**src/hdl/fmt_conv_pkg.sv**
```systemverilog
`default_nettype none
package fmt_conv_pkg;

  // sample word formats on the serial side
  typedef enum logic [1:0] {
    FMT_LIN16,
    FMT_ULIN8,
    FMT_MULAW,
    FMT_ALAW
  } fmt_t;

  // one sample word with its valid strobe
  typedef struct packed {
    logic valid;
    logic [15:0] data;
  } sample_t;

  localparam logic [15:0] LIN_MIN = 16'h8000;
  localparam logic [15:0] LIN_MAX = 16'h7FFF;
  localparam int SIGN_POS = 15;
  localparam int BYTE_POS = 8;
  localparam logic [7:0] ULIN_MIN = 8'h00;
  localparam logic [7:0] ULIN_MAX = 8'hFF;
  localparam logic [7:0] ZERO_BYTE = 8'h00;
  localparam logic [13:0] MU_BIAS = 14'h0021;
  localparam logic [7:0] MU_INV = 8'hFF;
  localparam logic [7:0] A_INV = 8'h55;
  localparam logic [15:0] RST_WORD = 16'h0000;
  localparam int PIPE_CYCLES = 1;

endpackage
`default_nettype wire

```
**src/hdl/audio_sample_format_converter.sv**
```systemverilog
`timescale 1ns/1ps
`default_nettype none

// Functional notes
// - four formats: signed 16, unsigned 8, mu-law 8, A-law 8
// - signed 16 is two's complement, 8000h lowest, 7FFFh highest
// - linear formats map codes to amplitude in equal steps
// - unsigned 8 codes lowest as 00h, highest as FFh, no sign
// - unsigned 8 output is the upper byte, low byte dropped unrounded
// - companded words are 8 bits, finer steps at small amplitudes
// - mu-law follows the mu equals 255 logarithmic law
// - A-law follows the international telephony A-law characteristic
module audio_sample_format_converter (
  input wire logic clk_in,
  input wire logic nrst_in,
  input wire fmt_conv_pkg::fmt_t fmt_in,
  input wire fmt_conv_pkg::sample_t enc_in,
  input wire fmt_conv_pkg::sample_t dec_in,
  output var fmt_conv_pkg::sample_t enc_out,
  output var fmt_conv_pkg::sample_t dec_out
);
  import fmt_conv_pkg::*;

  // mu-law encoder intermediates
  logic mu_e_sgn;
  logic [13:0] mu_e_mag;
  logic [14:0] mu_e_sum;
  logic [12:0] mu_e_lim;
  logic [2:0] mu_e_seg;
  logic [3:0] mu_e_mant;
  logic [7:0] mu_e_code;

  // mu-law decoder intermediates
  logic [7:0] mu_d_raw;
  logic [14:0] mu_d_step;
  logic [13:0] mu_d_mag;
  logic [15:0] mu_d_word;

  // A-law encoder intermediates
  logic a_e_sgn;
  logic [11:0] a_e_mag;
  logic [2:0] a_e_seg;
  logic [3:0] a_e_mant;
  logic [7:0] a_e_code;

  // A-law decoder intermediates
  logic [7:0] a_d_raw;
  logic [12:0] a_d_step;
  logic [15:0] a_d_word;

  // unsigned 8-bit paths
  logic [7:0] ul_e_code;
  logic [15:0] ul_d_word;

  // selected words ahead of the output registers
  logic [15:0] enc_word;
  logic [15:0] dec_word;

  // mu-law sign and 14-bit magnitude; one's complement keeps -1 on the zero code
  always_comb begin
    mu_e_sgn = enc_in.data[SIGN_POS];
    if (mu_e_sgn) begin
      mu_e_mag = ~enc_in.data[15:2];
    end else begin
      mu_e_mag = enc_in.data[15:2];
    end
  end

  // add the bias so each segment starts on a power of two
  always_comb begin
    mu_e_sum = {1'b0, mu_e_mag} + {1'b0, MU_BIAS};
  end

  // clip to the top of the last segment
  always_comb begin
    if (mu_e_sum > 15'h1FFF) begin
      mu_e_lim = 13'h1FFF;
    end else begin
      mu_e_lim = mu_e_sum[12:0];
    end
  end

  // segment is the leading one at bit 6 or above; below that it is segment 0
  always_comb begin
    mu_e_seg = 3'h0;
    for (int i = 6; i <= 12; i++) begin
      if (mu_e_lim[i]) begin
        mu_e_seg = 3'(i - 5);
      end
    end
  end

  // mantissa below the leading one; a 4-bit shift count lets segment 7 shift by 8
  always_comb begin
    mu_e_mant = 4'(mu_e_lim >> ({1'b0, mu_e_seg} + 4'h1));
  end

  // positive codes carry a set top bit once the whole word is inverted
  always_comb begin
    mu_e_code = {mu_e_sgn, mu_e_seg, mu_e_mant} ^ MU_INV;
  end

  // mu-law expand: rebuild the biased step, then take the bias back off
  always_comb begin
    mu_d_raw = dec_in.data[7:0] ^ MU_INV;
    mu_d_step = 15'(({11'h000, mu_d_raw[3:0]} << 1) + 15'h0021) << mu_d_raw[6:4];
    mu_d_mag = 14'(mu_d_step - {1'b0, MU_BIAS});
  end

  // inverted top bit set means a negative sample
  always_comb begin
    if (mu_d_raw[7]) begin
      mu_d_word = 16'(-{2'b00, mu_d_mag, 2'b00});
    end else begin
      mu_d_word = {mu_d_mag, 2'b00};
    end
  end

  // A-law sign and 12-bit magnitude of the 13-bit scaled sample
  always_comb begin
    a_e_sgn = enc_in.data[SIGN_POS];
    if (a_e_sgn) begin
      a_e_mag = ~enc_in.data[14:3];
    end else begin
      a_e_mag = enc_in.data[14:3];
    end
  end

  // segment is the leading one at bit 5 or above; segments 0 and 1 share a step
  always_comb begin
    a_e_seg = 3'h0;
    for (int i = 5; i <= 11; i++) begin
      if (a_e_mag[i]) begin
        a_e_seg = 3'(i - 4);
      end
    end
  end

  // mantissa below the leading one
  always_comb begin
    if (a_e_seg == 3'h0) begin
      a_e_mant = a_e_mag[4:1];
    end else begin
      a_e_mant = 4'(a_e_mag >> a_e_seg);
    end
  end

  // positive codes carry a set top bit; even bits are inverted on the line
  always_comb begin
    a_e_code = {~a_e_sgn, a_e_seg, a_e_mant} ^ A_INV;
  end

  // A-law expand to the midpoint of the coded step
  always_comb begin
    a_d_raw = dec_in.data[7:0] ^ A_INV;
    if (a_d_raw[6:4] == 3'h0) begin
      a_d_step = {8'h00, a_d_raw[3:0], 1'b1};
    end else begin
      a_d_step = 13'({8'h01, a_d_raw[3:0], 1'b1} << (a_d_raw[6:4] - 3'h1));
    end
  end

  // top bit set after the even-bit flip means a positive sample
  always_comb begin
    if (a_d_raw[7]) begin
      a_d_word = {a_d_step, 3'b000};
    end else begin
      a_d_word = 16'(-{a_d_step, 3'b000});
    end
  end

  // unsigned 8-bit encode: upper byte kept unrounded, sign bit flipped
  always_comb begin
    ul_e_code = {~enc_in.data[SIGN_POS], enc_in.data[14:BYTE_POS]};
  end

  // unsigned 8-bit decode: flip the top bit back and append a zero low byte
  always_comb begin
    ul_d_word = {~dec_in.data[7], dec_in.data[6:0], ZERO_BYTE};
  end

  // encode: internal sample to serial word format
  always_comb begin
    case (fmt_in)
      FMT_LIN16: enc_word = enc_in.data;
      FMT_ULIN8: enc_word = {ZERO_BYTE, ul_e_code};
      FMT_MULAW: enc_word = {ZERO_BYTE, mu_e_code};
      FMT_ALAW: enc_word = {ZERO_BYTE, a_e_code};
      default: enc_word = enc_in.data;
    endcase
  end

  // decode: serial word to internal sample
  always_comb begin
    case (fmt_in)
      FMT_LIN16: dec_word = dec_in.data;
      FMT_ULIN8: dec_word = ul_d_word;
      FMT_MULAW: dec_word = mu_d_word;
      FMT_ALAW: dec_word = a_d_word;
      default: dec_word = dec_in.data;
    endcase
  end

  // encoder output register
  always_ff @(posedge clk_in) begin
    if (!nrst_in) begin
      enc_out <= '{valid: 1'b0, data: RST_WORD};
    end else begin
      enc_out <= '{valid: enc_in.valid, data: enc_word};
    end
  end

  // decoder output register
  always_ff @(posedge clk_in) begin
    if (!nrst_in) begin
      dec_out <= '{valid: 1'b0, data: RST_WORD};
    end else begin
      dec_out <= '{valid: dec_in.valid, data: dec_word};
    end
  end

endmodule
`default_nettype wire

```
**config.mk**
```make
export PLATFORM = sky130hd
export DESIGN_NAME = audio_sample_format_converter
export DESIGN_NICKNAME = d
export VERILOG_FILES = /design/src/hdl/fmt_conv_pkg.sv /design/src/hdl/audio_sample_format_converter.sv
export SDC_FILE = /design/constraint.sdc
export NUM_CORES = 1
export LEC_CHECK = 0
export ABC_CLOCK_PERIOD_IN_PS = 5900
export BUFFER_PORTS_ARGS = -buffer_cell sky130_fd_sc_hd__buf_2
export CORE_UTILIZATION = 40
export CTS_BUF_LIST = sky130_fd_sc_hd__clkbuf_4
export DETAILED_ROUTE_END_ITERATION = 7
export PLACE_DENSITY_LB_ADDON = 0.08
export SYNTH_ARGS = -nofsm -noshare
export SYNTH_HDL_FRONTEND = slang
export SYNTH_SLANG_ARGS = --single-unit
```
**constraint.sdc**
```tcl
create_clock -name clk_in -period 5.9 [get_ports clk_in]
set_input_delay 1.475 -clock clk_in [delete_from_list [all_inputs] [get_ports clk_in]]
set_output_delay 1.475 -clock clk_in [all_outputs]
set_load 0.02 [all_outputs]
```
==> metrics.md, run 1 <==
| Metric | Value |
|---|---|
| Max-cap violations | `0` |
| CTS H-tree depth | `2` |
| Crit end category | `register` |
| Die width | `around 110 um` |
| Data required time of the critical path | `6.14 ns` |
| Vias in the first global route | `4,563` |
| FFs w/ async S/R, synth | `0%` |
| Mapped Area | `around 4700 um^2` |
| Post-synth top area cell | `dfxtp_1` |
| Largest net degree at the start of global routing | `47` |
| First-pass GRT wire length | `24,900 um` |
| Die Y-Extent | `110 um` |
| Crit start category | `input port` |
| EDFF count, synth | `0` |
| Pre-CTS setup slack | `0.897 ns` |
| Vias | `5,166` |
| GRT Residual Overflow | `0` |
| Layout cells sized above 1 | `about 17%` |
| CTS tree | `built` |
| Postcts setup bufs | `0` |
| Starting Density | `41.1%` |
| RSZ-0062 raised after global routing | `no` |
| Mean number of vias per cell | `between 6 and 7` |
| Worst Hold End | `dec_out[16]` |
| Clock sinks | `34` |
| Post-layout min period | `4.72 ns` |
| Final Setup Violations | `0` |
| Setup Crit Path Kind | `input port to register` |
| Fin nets | `722` |
| Drt first pass iters | `5` |
| Starting DRT DRC Count | `around 480` |
| Top-area cell type share of the netlist area | `14.5%` |
| Setup_tns | `0 ns` |
| Tot GR Track Use | `26.5%` |
| Register area share after synthesis | `approximately 14%` |
| Non-filler cells, final | `817` |
| Initial antenna violation count | `0` |
| Yosys cell types | `83` |
| DP HPWL | `11,600 um` |
| Synthesis-stage register bit count | `34` |
| Power per cell area | `around 180 nW/um^2` |
| Rel. slew slack | `43.9%` |
| Longest Clk Path Bufs | `2` |
| Hold Crit Depth | `2` |
| Worst Slack Setup Final | `1.18 ns` |
| Hold_sp | `dec_in[16]` |
| Area Overhead vs Synth | `9.22%` |
| Diodes inserted | `0` |
| Cells after DPL | `809` |
| Syn Area/Cell | `7.28 um^2` |
| Max Slew Vio Count | `0` |
| Post-synth top flop | `dfxtp_1` |
| Lkg Pwr | `0.00201 uW` |
| Hold WS | `1.32 ns` |
| GPL Wtd Cong | `between 0.8 and 0.9` |
| Clock Pin Slew Worst Setup and Hold Paths | `0.13 ns` |
| Maximum fanout along the worst path | `27` |
| Synth warnings | `0` |
| Clock root buffer | `clkbuf_4` |
| Detail Route Antenna Nets | `0` |
| I/O Buffers | `71` |
| Die ar. | `12,200 um^2` |
| Final Cycle Share | `between 70% and 80%` |
| Peak supply drop | `0.107 mV` |
| Measured slew at the worst slew-check pin | `about 0.82 ns` |
| Run status | `finished, final reports clean` |
| Avg WL per Cell | `19.4 um` |
| Final hold vios | `0` |
| Synth Net Count | `~700` |
| DRC viols | `0` |
| # fillers | `1,204` |
| Post-CTS sizing | `0` |
| Total CTS buffers | `5` |
| IO Pins | `72` |
| Fmax | `0.212 GHz` |
| Cell count after synthesis | `~650` |
| Hold Buf Count CTS | `0` |
| Core ar. | `11,400 um^2` |
| Ranking of synthesized cells by area | `dfxtp_1, xnor2_1, o21ai_0` |
| Routed Wire Length | `15,800 um` |
| Arrival time of the worst setup path | `between 4 and 5 ns` |
| Hold WC Path Type | `input port to register` |
| Cell row count | `39` |
per-stage QoR:
stage	util, %	total power, uW	instance area (um^2)
2_1_floorplan	-	599	4700
3_3_place_gp	44.0	712	5020
3_5_place_dp	44.0	711	5020
4_1_cts	44.9	939	5130
5_1_grt	44.9	1010	5130
6_report	44.9	941	5130
where the power goes:
group / total [uW] / switching [uW] / internal [uW]
sequential: 251 / 4.25 / 247
clock: 226 / 93.7 / 133
combinational: 464 / 293 / 171
final cells by class:
class | count | area (um^2) | area share [%]
sequential | 34 | 681 | 13.3
timing repair buffer | 76 | 393 | 7.66
clock inverter | 3 | 68.8 | 1.34
multi-input combinational | 535 | 3690 | 72.0
inverter | 21 | 78.8 | 1.54
tap | 143 | 179 | 3.49
clock buffer | 5 | 37.5 | 0.732
cells in the final DEF (no fill, tap or decap), types with 15 or more instances in the layout:
cell / n
buf_2: 71
nor2_1: 53
o21ai_0: 47
nand2_1: 41
a21oi_1: 38
xnor2_1: 37
dfxtp_1: 34
nor3_1: 23
inv_1: 18
nand3_1: 18
and2_1: 17
a211oi_1: 16
xor2_1: 15
mux2i_1: 15
registers in the layout, summed over array words and instances, names as in the netlist:
name,cells
dec_out,17
enc_out,17
cell families (layout without fill, tap and decap cells):
family	count (synthesis)	in the layout	share of synthesized area (%)
AOI/OAI and AO/OA	216	216	32.2
xor gates and xnor gates	54	54	10.4
adders and majority gates	11	11	2.93
buffers and inverters	76	105	6.90
DFF	34	34	14.5
muxes	25	25	6.79
and+or+nand+nor	229	229	26.3
per-layer routing:
metal  vias to the layer above  GRT usage (%)  wire, um
met5                         -              0         0
met3                         6           5.88      1390
met4                         0           3.10        40
met1                      2442           41.1      7940
met2                       237           37.6      6440
li1                       2481              -         -
cells in the mapped netlist, types with 4 or more instances:
cell       number
nor2_1         53
o21ai_0        47
nand2_1        41
a21oi_1        38
xnor2_1        37
dfxtp_1        34
clkbuf_1       33
nor3_1         23
inv_1          18
nand3_1        18
and2_1         17
a211oi_1       16
mux2i_1        15
xor2_1         15
a31oi_1        13
and3_1         13
o22ai_1        12
ha_1           11
nand2b_1       11
buf_2          10
nor2b_1        10
buf_1           8
o31ai_1         8
or2_2           7
o21a_1          6
a311oi_1        5
mux2_2          5
mux4_2          5
o2111ai_1       5
or3_1           5
a2111oi_0       4
a221oi_1        4
nand4_1         4
nor3b_1         4
o211ai_1        4
o221ai_1        4
critical path: stages:
cell and delay (ns):
buf_2 0.38, inv_1 0.33, ha_1 0.55, or3_1 0.43
a32oi_1 0.38, nor4bb_1 0.49, a21oi_1 0.15, xnor2_1 0.15
mux4_2 0.44, and2_1 0.17
worst max path at each step:
stage               startpoint           to
floorplan           enc_in[15]   enc_out[5]
global placement     dec_in[4]   dec_out[9]
detailed placement   dec_in[4]   dec_out[9]
CTS                  dec_in[4]   dec_out[9]
global route         dec_in[4]  dec_out[15]
finish               dec_in[4]   dec_out[9]
No activity file was read; power rests on OpenSTA's default activity.
==> run 2: changes to the inputs <==
--- a/config.mk
+++ b/config.mk
@@ -5,7 +5,8 @@
 export SDC_FILE = /design/constraint.sdc
 export NUM_CORES = 1
 export LEC_CHECK = 0
-export ABC_CLOCK_PERIOD_IN_PS = 5900
+export ABC_AREA = 1
+export ABC_CLOCK_PERIOD_IN_PS = 4600
 export BUFFER_PORTS_ARGS = -buffer_cell sky130_fd_sc_hd__buf_2
 export CORE_UTILIZATION = 40
 export CTS_BUF_LIST = sky130_fd_sc_hd__clkbuf_4
==> constraint.sdc (replaced) <==
create_clock -name clk_in -period 4.6 [get_ports clk_in]
set_input_delay 1.15 -clock clk_in [delete_from_list [all_inputs] [get_ports clk_in]]
set_output_delay 1.15 -clock clk_in [all_outputs]
set_load 0.02 [all_outputs]
==> run 2 against run 1 <==
Setup slack worse by 0.18 ns. Synthesized area decreased by 12%. Total power rose by 11%. Core utilization increased by 1.4 points. Sequential power up 27%. Non-clock buffer count is 2 lower. Combinational power rose by 19%. Cell area is 11% lower. Critical path depth increased by 12. Largest cell class unchanged. Largest power group unchanged. Critical path type unchanged.
==> metrics.md, run 2 <==
| Metric | Value |
|---|---|
| Register area share after synthesis | `16.6% (+2.1 points)` |
| Ranking of synthesized cells by area | `nand2_1, dfxtp_1, nand3_1` |
| Final Setup Violations | `0 (unchanged)` |
| Logic pwr share | `52.7% (+3.4 points)` |
| Rel. slew slack | `49.8% (+5.9 points)` |
| Power per cell area | `228 nW/um^2 (+24%)` |
| Crit end category | `register` |
| Total CTS buffers | `5 (unchanged)` |
| DRC viols | `0 (unchanged)` |
| Avg WL per Cell | `14.4 um (-26%)` |
| Max Slew Vio Count | `0 (unchanged)` |
| Hold Buf Count CTS | `0 (unchanged)` |
| Net switching fraction of the power | `47.4% (+5.9 points)` |
| CP most frequent cell | `nand2_1` |
| Crit start category | `input port` |
| Core Util, Final | `46.3% (+1.4 points)` |
| Final Cycle Share | `78.3%` |
| Area post-placement | `4520 um^2 (-10%)` |
| Clock Pin Slew Worst Setup and Hold Paths | `0.13 ns (about the same)` |
| Design Area, Final | `4570 um^2 (-11%)` |
| Clock sinks | `34 (unchanged)` |
| Synth warnings | `0 (unchanged)` |
| RSZ-0062 raised after global routing | `no` |
| Final hold vios | `0 (unchanged)` |
| Vias | `4,800 (-7.1%)` |
| Clock root buffer | `clkbuf_4` |
| Data required time of the critical path | `4.90 ns (-1.24 ns)` |
| Mapped Area | `4110 um^2 (-12%)` |
| Tot GR Track Use | `25.4% (-1.1 points)` |
| Synth cell count leaders | `nand2_1, inv_1, nand3_1` |
| Post-synth top area cell | `nand2_1` |
| Fmax | `0.278 GHz` |
| GRT Residual Overflow | `0 (unchanged)` |
| Sw power | `495 uW (+27%)` |
| Syn Area/Cell | `5.66 um^2 (-22%)` |
| Peak supply drop | `0.145 mV (+36%)` |
| Top-area cell type share of the netlist area | `20.1% (+5.6 points)` |
| Routed Wire Length | `13,200 um (-17%)` |
| Core ar. | `9860 um^2 (-14%)` |
| Most frequent cells in the layout | `nand2_1, inv_1, nand3_1, buf_2, nor2_1` |
| CP peak stage delay | `0.26 ns (-0.29 ns)` |
| Arrival time of the worst setup path | `3.90 ns (-1.06 ns)` |
| Drt first pass iters | `5 (unchanged)` |
| Yosys cell types | `46 (-45%)` |
| Multi-input gate area | `2920 um^2 (-21%)` |
| Register area | `681 um^2 (unchanged)` |
| Seq pwr share | `30.6% (+3.9 points)` |
| Starting Density | `41.7% (+0.57 points)` |
| Setup Crit Path Kind | `input port to register` |
| Clk network pwr share | `16.7% (-7.3 points)` |
| CTS H-tree depth | `2 (unchanged)` |
| Synthesis-stage register bit count | `34 (unchanged)` |
| EDFF count, synth | `0 (unchanged)` |
| # fillers | `1,060 (-12%)` |
| Starting DRT DRC Count | `232 (-51%)` |
| Worst Slack Setup Final | `1.00 ns (-0.183 ns)` |
| Vias in the first global route | `4,253 (-6.8%)` |
| Cell row count | `36 (-7.7%)` |
| Run status | `finished, final reports clean` |
| Measured slew at the worst slew-check pin | `0.752 ns (-0.0676 ns)` |
| I/O Buffers | `71 (unchanged)` |
| Post-layout min period | `3.60 ns` |
| CP max stage cell | `buf_2` |
| DP HPWL | `10,600 um (-8.1%)` |
| Lkg Pwr | `0.00246 uW (+22%)` |
| GPL Wtd Cong | `0.915 (+2.0%)` |
| Fin nets | `834 (+16%)` |
| FFs w/ async S/R, synth | `0% (unchanged)` |
| Mean number of vias per cell | `5.23 (-17%)` |
| Initial antenna violation count | `0 (unchanged)` |
| First-pass GRT wire length | `21,100 um (-16%)` |
| Max-cap violations | `0 (unchanged)` |
| Crit path cell chain | `buf_2, inv_2, nand2_1, nand2_1, o21ai_1, nand2_1, ha_1, nand2_1, nand2_1, a21oi_1, nand2_1, nand2_1, nand3_1, nand2_1, nand2_1, nor2_1, nand2_1, nand2_1, nor2_1, nor2_1, nand2_1, a21oi_1` |
| Die ar. | `10,700 um^2 (-12%)` |
| Post-synth top flop | `dfxtp_1` |
| Commonest non-fill, non-tap cell in the layout | `nand2_1` |
| Maximum fanout along the worst path | `15 (-44%)` |
| Die width | `103 um (-6.3%)` |
| Longest Clk Path Bufs | `2 (unchanged)` |
| CTS tree | `built` |
| Die Y-Extent | `103 um (-6.3%)` |
| Setup_tns | `0 ns (unchanged)` |
| Postcts setup bufs | `0 (unchanged)` |
| Hold WC Path Type | `input port to register` |
| Synth Net Count | `776 (+12%)` |
| Diodes inserted | `0 (unchanged)` |
| Area Overhead vs Synth | `11.1%` |
| Pre-CTS setup slack | `0.683 ns (-0.214 ns)` |
| Cell Int Power | `549 uW (-0.25%)` |
| Largest net degree at the start of global routing | `25 (-47%)` |
| Detail Route Antenna Nets | `0 (unchanged)` |
| Cell with the most instances after synthesis | `nand2_1` |
| Layout cells sized above 1 | `17.3% (-0.034 points)` |
| Top flop regs | `dec_out (17), enc_out (17)` |
| Cell count after synthesis | `726 (+13%)` |
| IO Pins | `72 (unchanged)` |
| Power Total | `1040 uW (+11%)` |
| Post-CTS sizing | `0 (unchanged)` |
-- run 2: cell types whose count changed in the layout (fill, tap and decap cells not counted), moves of 17 or more --
cell / change
nand3_1: +63
xnor2_1: -37
inv_1: +67
nand2_2: +19
nor3_1: -17
and2_1: -17
nand2_1: +179
-- run 2: cell type report --
type / instances / share of cell area, %
Multi-Input combinational cell: 571 / 63.9
Sequential cell: 34 / 14.9
Timing Repair Buffer: 74 / 8.27
Inverter: 98 / 8.10
Tap cell: 133 / 3.64
Clock buffer: 6 / 0.985
Clock inverter: 2 / 0.192
-- run 2: path summary, 6_finish.rpt --
path | to | cells past startpoint | slack, ns | from
worst max-delay path | dec_out[12] | 22 | 1.0 | dec_in[4]
worst min-delay path | enc_out[16] | 3 | 1.0 | enc_in[16]
-- run 2: layer usage --
layer | GRT usage (%) | wire length, um | vias up
li1 | - | - | 2447
met3 | 6.05 | 1050 | 17
met2 | 38.2 | 5370 | 170
met5 | 0 | 0 | -
met4 | 4.55 | 114 | 0
met1 | 37.0 | 6650 | 2166
-- run 2: power by group through the flow --
stage	clock [uW]	combinational (uW)	sequential (uW)
finish	174	550	319
global route	197	618	322
CTS	180	544	320
detailed placement	0	542	326
global placement	0	541	326
floorplan	0	381	353
-- run 2: logic make-up (layout without fill, tap and decap cells) --
group	Yosys count	count (layout)	synth area share (%)
fa+ha+maj	12	12	3.65
mux	2	2	0.578
simple gates	410	410	43.7
xor+xnor	13	13	4.41
flops	34	34	16.5
compound gates	134	134	18.7
buf+inv	121	180	12.4
-- run 2: through the flow --
| stage | cells | hold WS (ns) |
|---|---|---|
| after detailed placement | 910 | 1.34 |
| after floorplan | 726 | 1.25 |
| after global placement | 910 | 1.34 |
| after CTS | 918 | 0.988 |
| final | 918 | 0.998 |
| after global routing | 918 | 0.967 |
-- run 2: worst max-delay path, delay by kind of cell --
family / cells / cell delay (ns)
simple gates: 16 / 1.60
buf+inv: 2 / 0.40
fa+ha+maj: 1 / 0.23
compound gates: 3 / 0.53
==> run 3: changes to the inputs <==
--- a/config.mk
+++ b/config.mk
@@ -6,7 +6,7 @@
 export NUM_CORES = 1
 export LEC_CHECK = 0
 export ABC_AREA = 1
-export ABC_CLOCK_PERIOD_IN_PS = 4600
+export ABC_CLOCK_PERIOD_IN_PS = 3100
 export BUFFER_PORTS_ARGS = -buffer_cell sky130_fd_sc_hd__buf_2
 export CORE_UTILIZATION = 40
 export CTS_BUF_LIST = sky130_fd_sc_hd__clkbuf_4
==> constraint.sdc (replaced) <==
create_clock -name clk_in -period 3.1 [get_ports clk_in]
set_input_delay 0.775 -clock clk_in [delete_from_list [all_inputs] [get_ports clk_in]]
set_output_delay 0.775 -clock clk_in [all_outputs]
set_load 0.02 [all_outputs]
==> run 3 against run 2 <==
Flip-flop and latch count unchanged. Sequential power increased by 49%. Global-route usage increased by 0.89 points. Largest cell class unchanged. Die area unchanged. Cell area increased by 13%. Core utilization increased by 6.1 points. Clock-buffer cell count decreased by 1. Largest power group unchanged.
==> metrics.md, run 3 (synthesis results as in run 2) <==
| Metric | Value |
|---|---|
| Run status | `finished, final reports clean` |
| Hold Buf Count CTS | `0 (unchanged)` |
| Diodes inserted | `0 (unchanged)` |
| Most frequent cells in the layout | `nand2_1, inv_1, nand3_1, buf_2, buf_4` |
| Measured slew at the worst slew-check pin | `0.512 ns (-0.241 ns)` |
| Peak supply drop | `0.210 mV (+45%)` |
| CP peak stage delay | `0.32 ns (+0.06 ns)` |
| Cell row count | `36 (unchanged)` |
| Max Slew Vio Count | `0 (unchanged)` |
| Seq pwr share | `25.5% (-5.1 points)` |
| WP buf/inv | `5 (+3)` |
| Total CTS buffers | `5 (unchanged)` |
| Clock root buffer | `clkbuf_4` |
| Layout cells sized above 1 | `24.5% (+7.1 points)` |
| I/O Buffers | `71 (unchanged)` |
| Hold WS | `0.605 ns (-0.393 ns)` |
| Die ar. | `10,700 um^2 (unchanged)` |
| Area Overhead vs Synth | `25.8%` |
| CTS H-tree depth | `2 (unchanged)` |
| Rel. slew slack | `65.9% (+16 points)` |
| Lkg Pwr | `0.00281 uW (+14%)` |
| Crit end category | `register` |
| GPL Wtd Cong | `0.938 (+2.4%)` |
| Largest net degree at the start of global routing | `19 (-24%)` |
| Setup Crit Path Kind | `input port to register` |
| Arrival time of the worst setup path | `3.14 ns (-0.76 ns)` |
| # fillers | `1,052 (-0.75%)` |
| First-pass GRT wire length | `21,800 um (+3.7%)` |
| DP HPWL | `11,200 um (+5.2%)` |
| Top flop regs | `dec_out (17), enc_out (17)` |
| RSZ-0062 raised after global routing | `no` |
| GRT Residual Overflow | `0 (unchanged)` |
| Clock sinks | `34 (unchanged)` |
| Post-CTS sizing | `0 (unchanged)` |
| Fmax | `0.350 GHz` |
| Detail Route Antenna Nets | `0 (unchanged)` |
| Tot GR Track Use | `26.3% (+0.89 points)` |
| Data required time of the critical path | `3.38 ns (-1.52 ns)` |
| Logic pwr share | `51.4% (-1.3 points)` |
| Starting Density | `41.7% (unchanged)` |
| Clk network pwr share | `23.1% (+6.4 points)` |
| CP max stage cell | `ha_1` |
| Crit start category | `input port` |
| Mean number of vias per cell | `5.10 (-2.4%)` |
| Longest Clk Path Bufs | `2 (unchanged)` |
| Die width | `103 um (unchanged)` |
| Final Setup Violations | `0 (unchanged)` |
| CTS tree | `built` |
| Postcts setup bufs | `0 (unchanged)` |
| Maximum fanout along the worst path | `8 (-7)` |
| Net switching fraction of the power | `41.7% (-5.7 points)` |
| IO Pins | `72 (unchanged)` |
| Core ar. | `9860 um^2 (unchanged)` |
| Crit path cell chain | `buf_2, clkinvlp_4, ha_1, inv_1, o21ai_0, nor2_1, nor2_1, nand3_1, nand2_1, nand2_1, inv_1, nand2_1, a21oi_1, o21ai_1, nand2_1, inv_1, a21oi_1` |
| Vias in the first global route | `4,487 (+5.5%)` |
| Vias | `5,037 (+4.9%)` |
| DRC viols | `0 (unchanged)` |
| Die Y-Extent | `103 um (unchanged)` |
| CP most frequent cell | `nand2_1` |
| Setup_tns | `0 ns (unchanged)` |
| Power per cell area | `360 nW/um^2 (+58%)` |
| Initial antenna violation count | `0 (unchanged)` |
| Core Util, Final | `52.4% (+6.1 points)` |
| Drt first pass iters | `4 (-1)` |
| Hold WC Path Type | `input port to register` |
| Max-cap violations | `0 (unchanged)` |
| Avg WL per Cell | `13.9 um (-3.1%)` |
| Final hold vios | `0 (unchanged)` |
| Post-layout min period | `2.86 ns` |
| Sw power | `777 uW (+57%)` |
| Cell family with most CP delay | `simple AND/OR/NAND/NOR gates` |
| Final Cycle Share | `92.1%` |
| Cell Int Power | `1090 uW (+98%)` |
| Commonest non-fill, non-tap cell in the layout | `nand2_1` |
| Clock Pin Slew Worst Setup and Hold Paths | `0.12 ns (about the same)` |
| Fin nets | `903 (+8.3%)` |
| Routed Wire Length | `13,700 um (+4.2%)` |
| Starting DRT DRC Count | `259 (+12%)` |
-- run 3: changes by cell type in the layout (fill, tap and decap cells not counted), sizes merged --
cell / delta
clkinv: -1
inv: -1
bufinv: +2
buf: +67
clkinvlp: +2
-- run 3: per-layer routing --
layer / track usage (%) / wire (um)
met5: 0 / 0
met4: 1.73 / 45
met3: 4.30 / 1050
met2: 41.3 / 5820
met1: 39.2 / 6810
-- run 3: final cells by class --
| type | instances | area (um^2) | area share, % |
|---|---|---|---|
| Inverter | 98 | 374 | 7.23 |
| Clock inverter | 3 | 68.8 | 1.33 |
| Tap cell | 133 | 166 | 3.22 |
| Timing Repair Buffer | 142 | 903 | 17.5 |
| Sequential cell | 34 | 681 | 13.2 |
| Clock buffer | 5 | 37.5 | 0.726 |
| Multi-Input combinational cell | 571 | 2940 | 56.8 |
| Timing Repair inverter | 1 | 5.00 | 0.0967 |
-- run 3: worst paths after layout --
kind | from | to | slack, ns | cells past startpoint
max | dec_in[5] | dec_out[15] | 0.24 | 17
min | enc_in[16] | enc_out[16] | 0.61 | 3
-- run 3: metrics by stage --
step | std cells | worst slack [ns] | area [um^2] | power, uW
global route | 987 | 0.0244 | 5170 | 2000
floorplan | 726 | 0.202 | 4110 | 1090
global placement | 978 | -0.0777 | 5040 | 1420
detailed placement | 978 | -0.123 | 5040 | 1430
CTS | 986 | 0.263 | 5150 | 1860
finish | 987 | 0.244 | 5170 | 1860
-- run 3: power groups by stage --
stage	combinational, uW	clock (uW)	sequential [uW]
after global routing	1070	457	478
after global placement	940	0	484
final	959	431	475
after CTS	944	438	475
after floorplan	565	0	524
after detailed placement	940	0	485
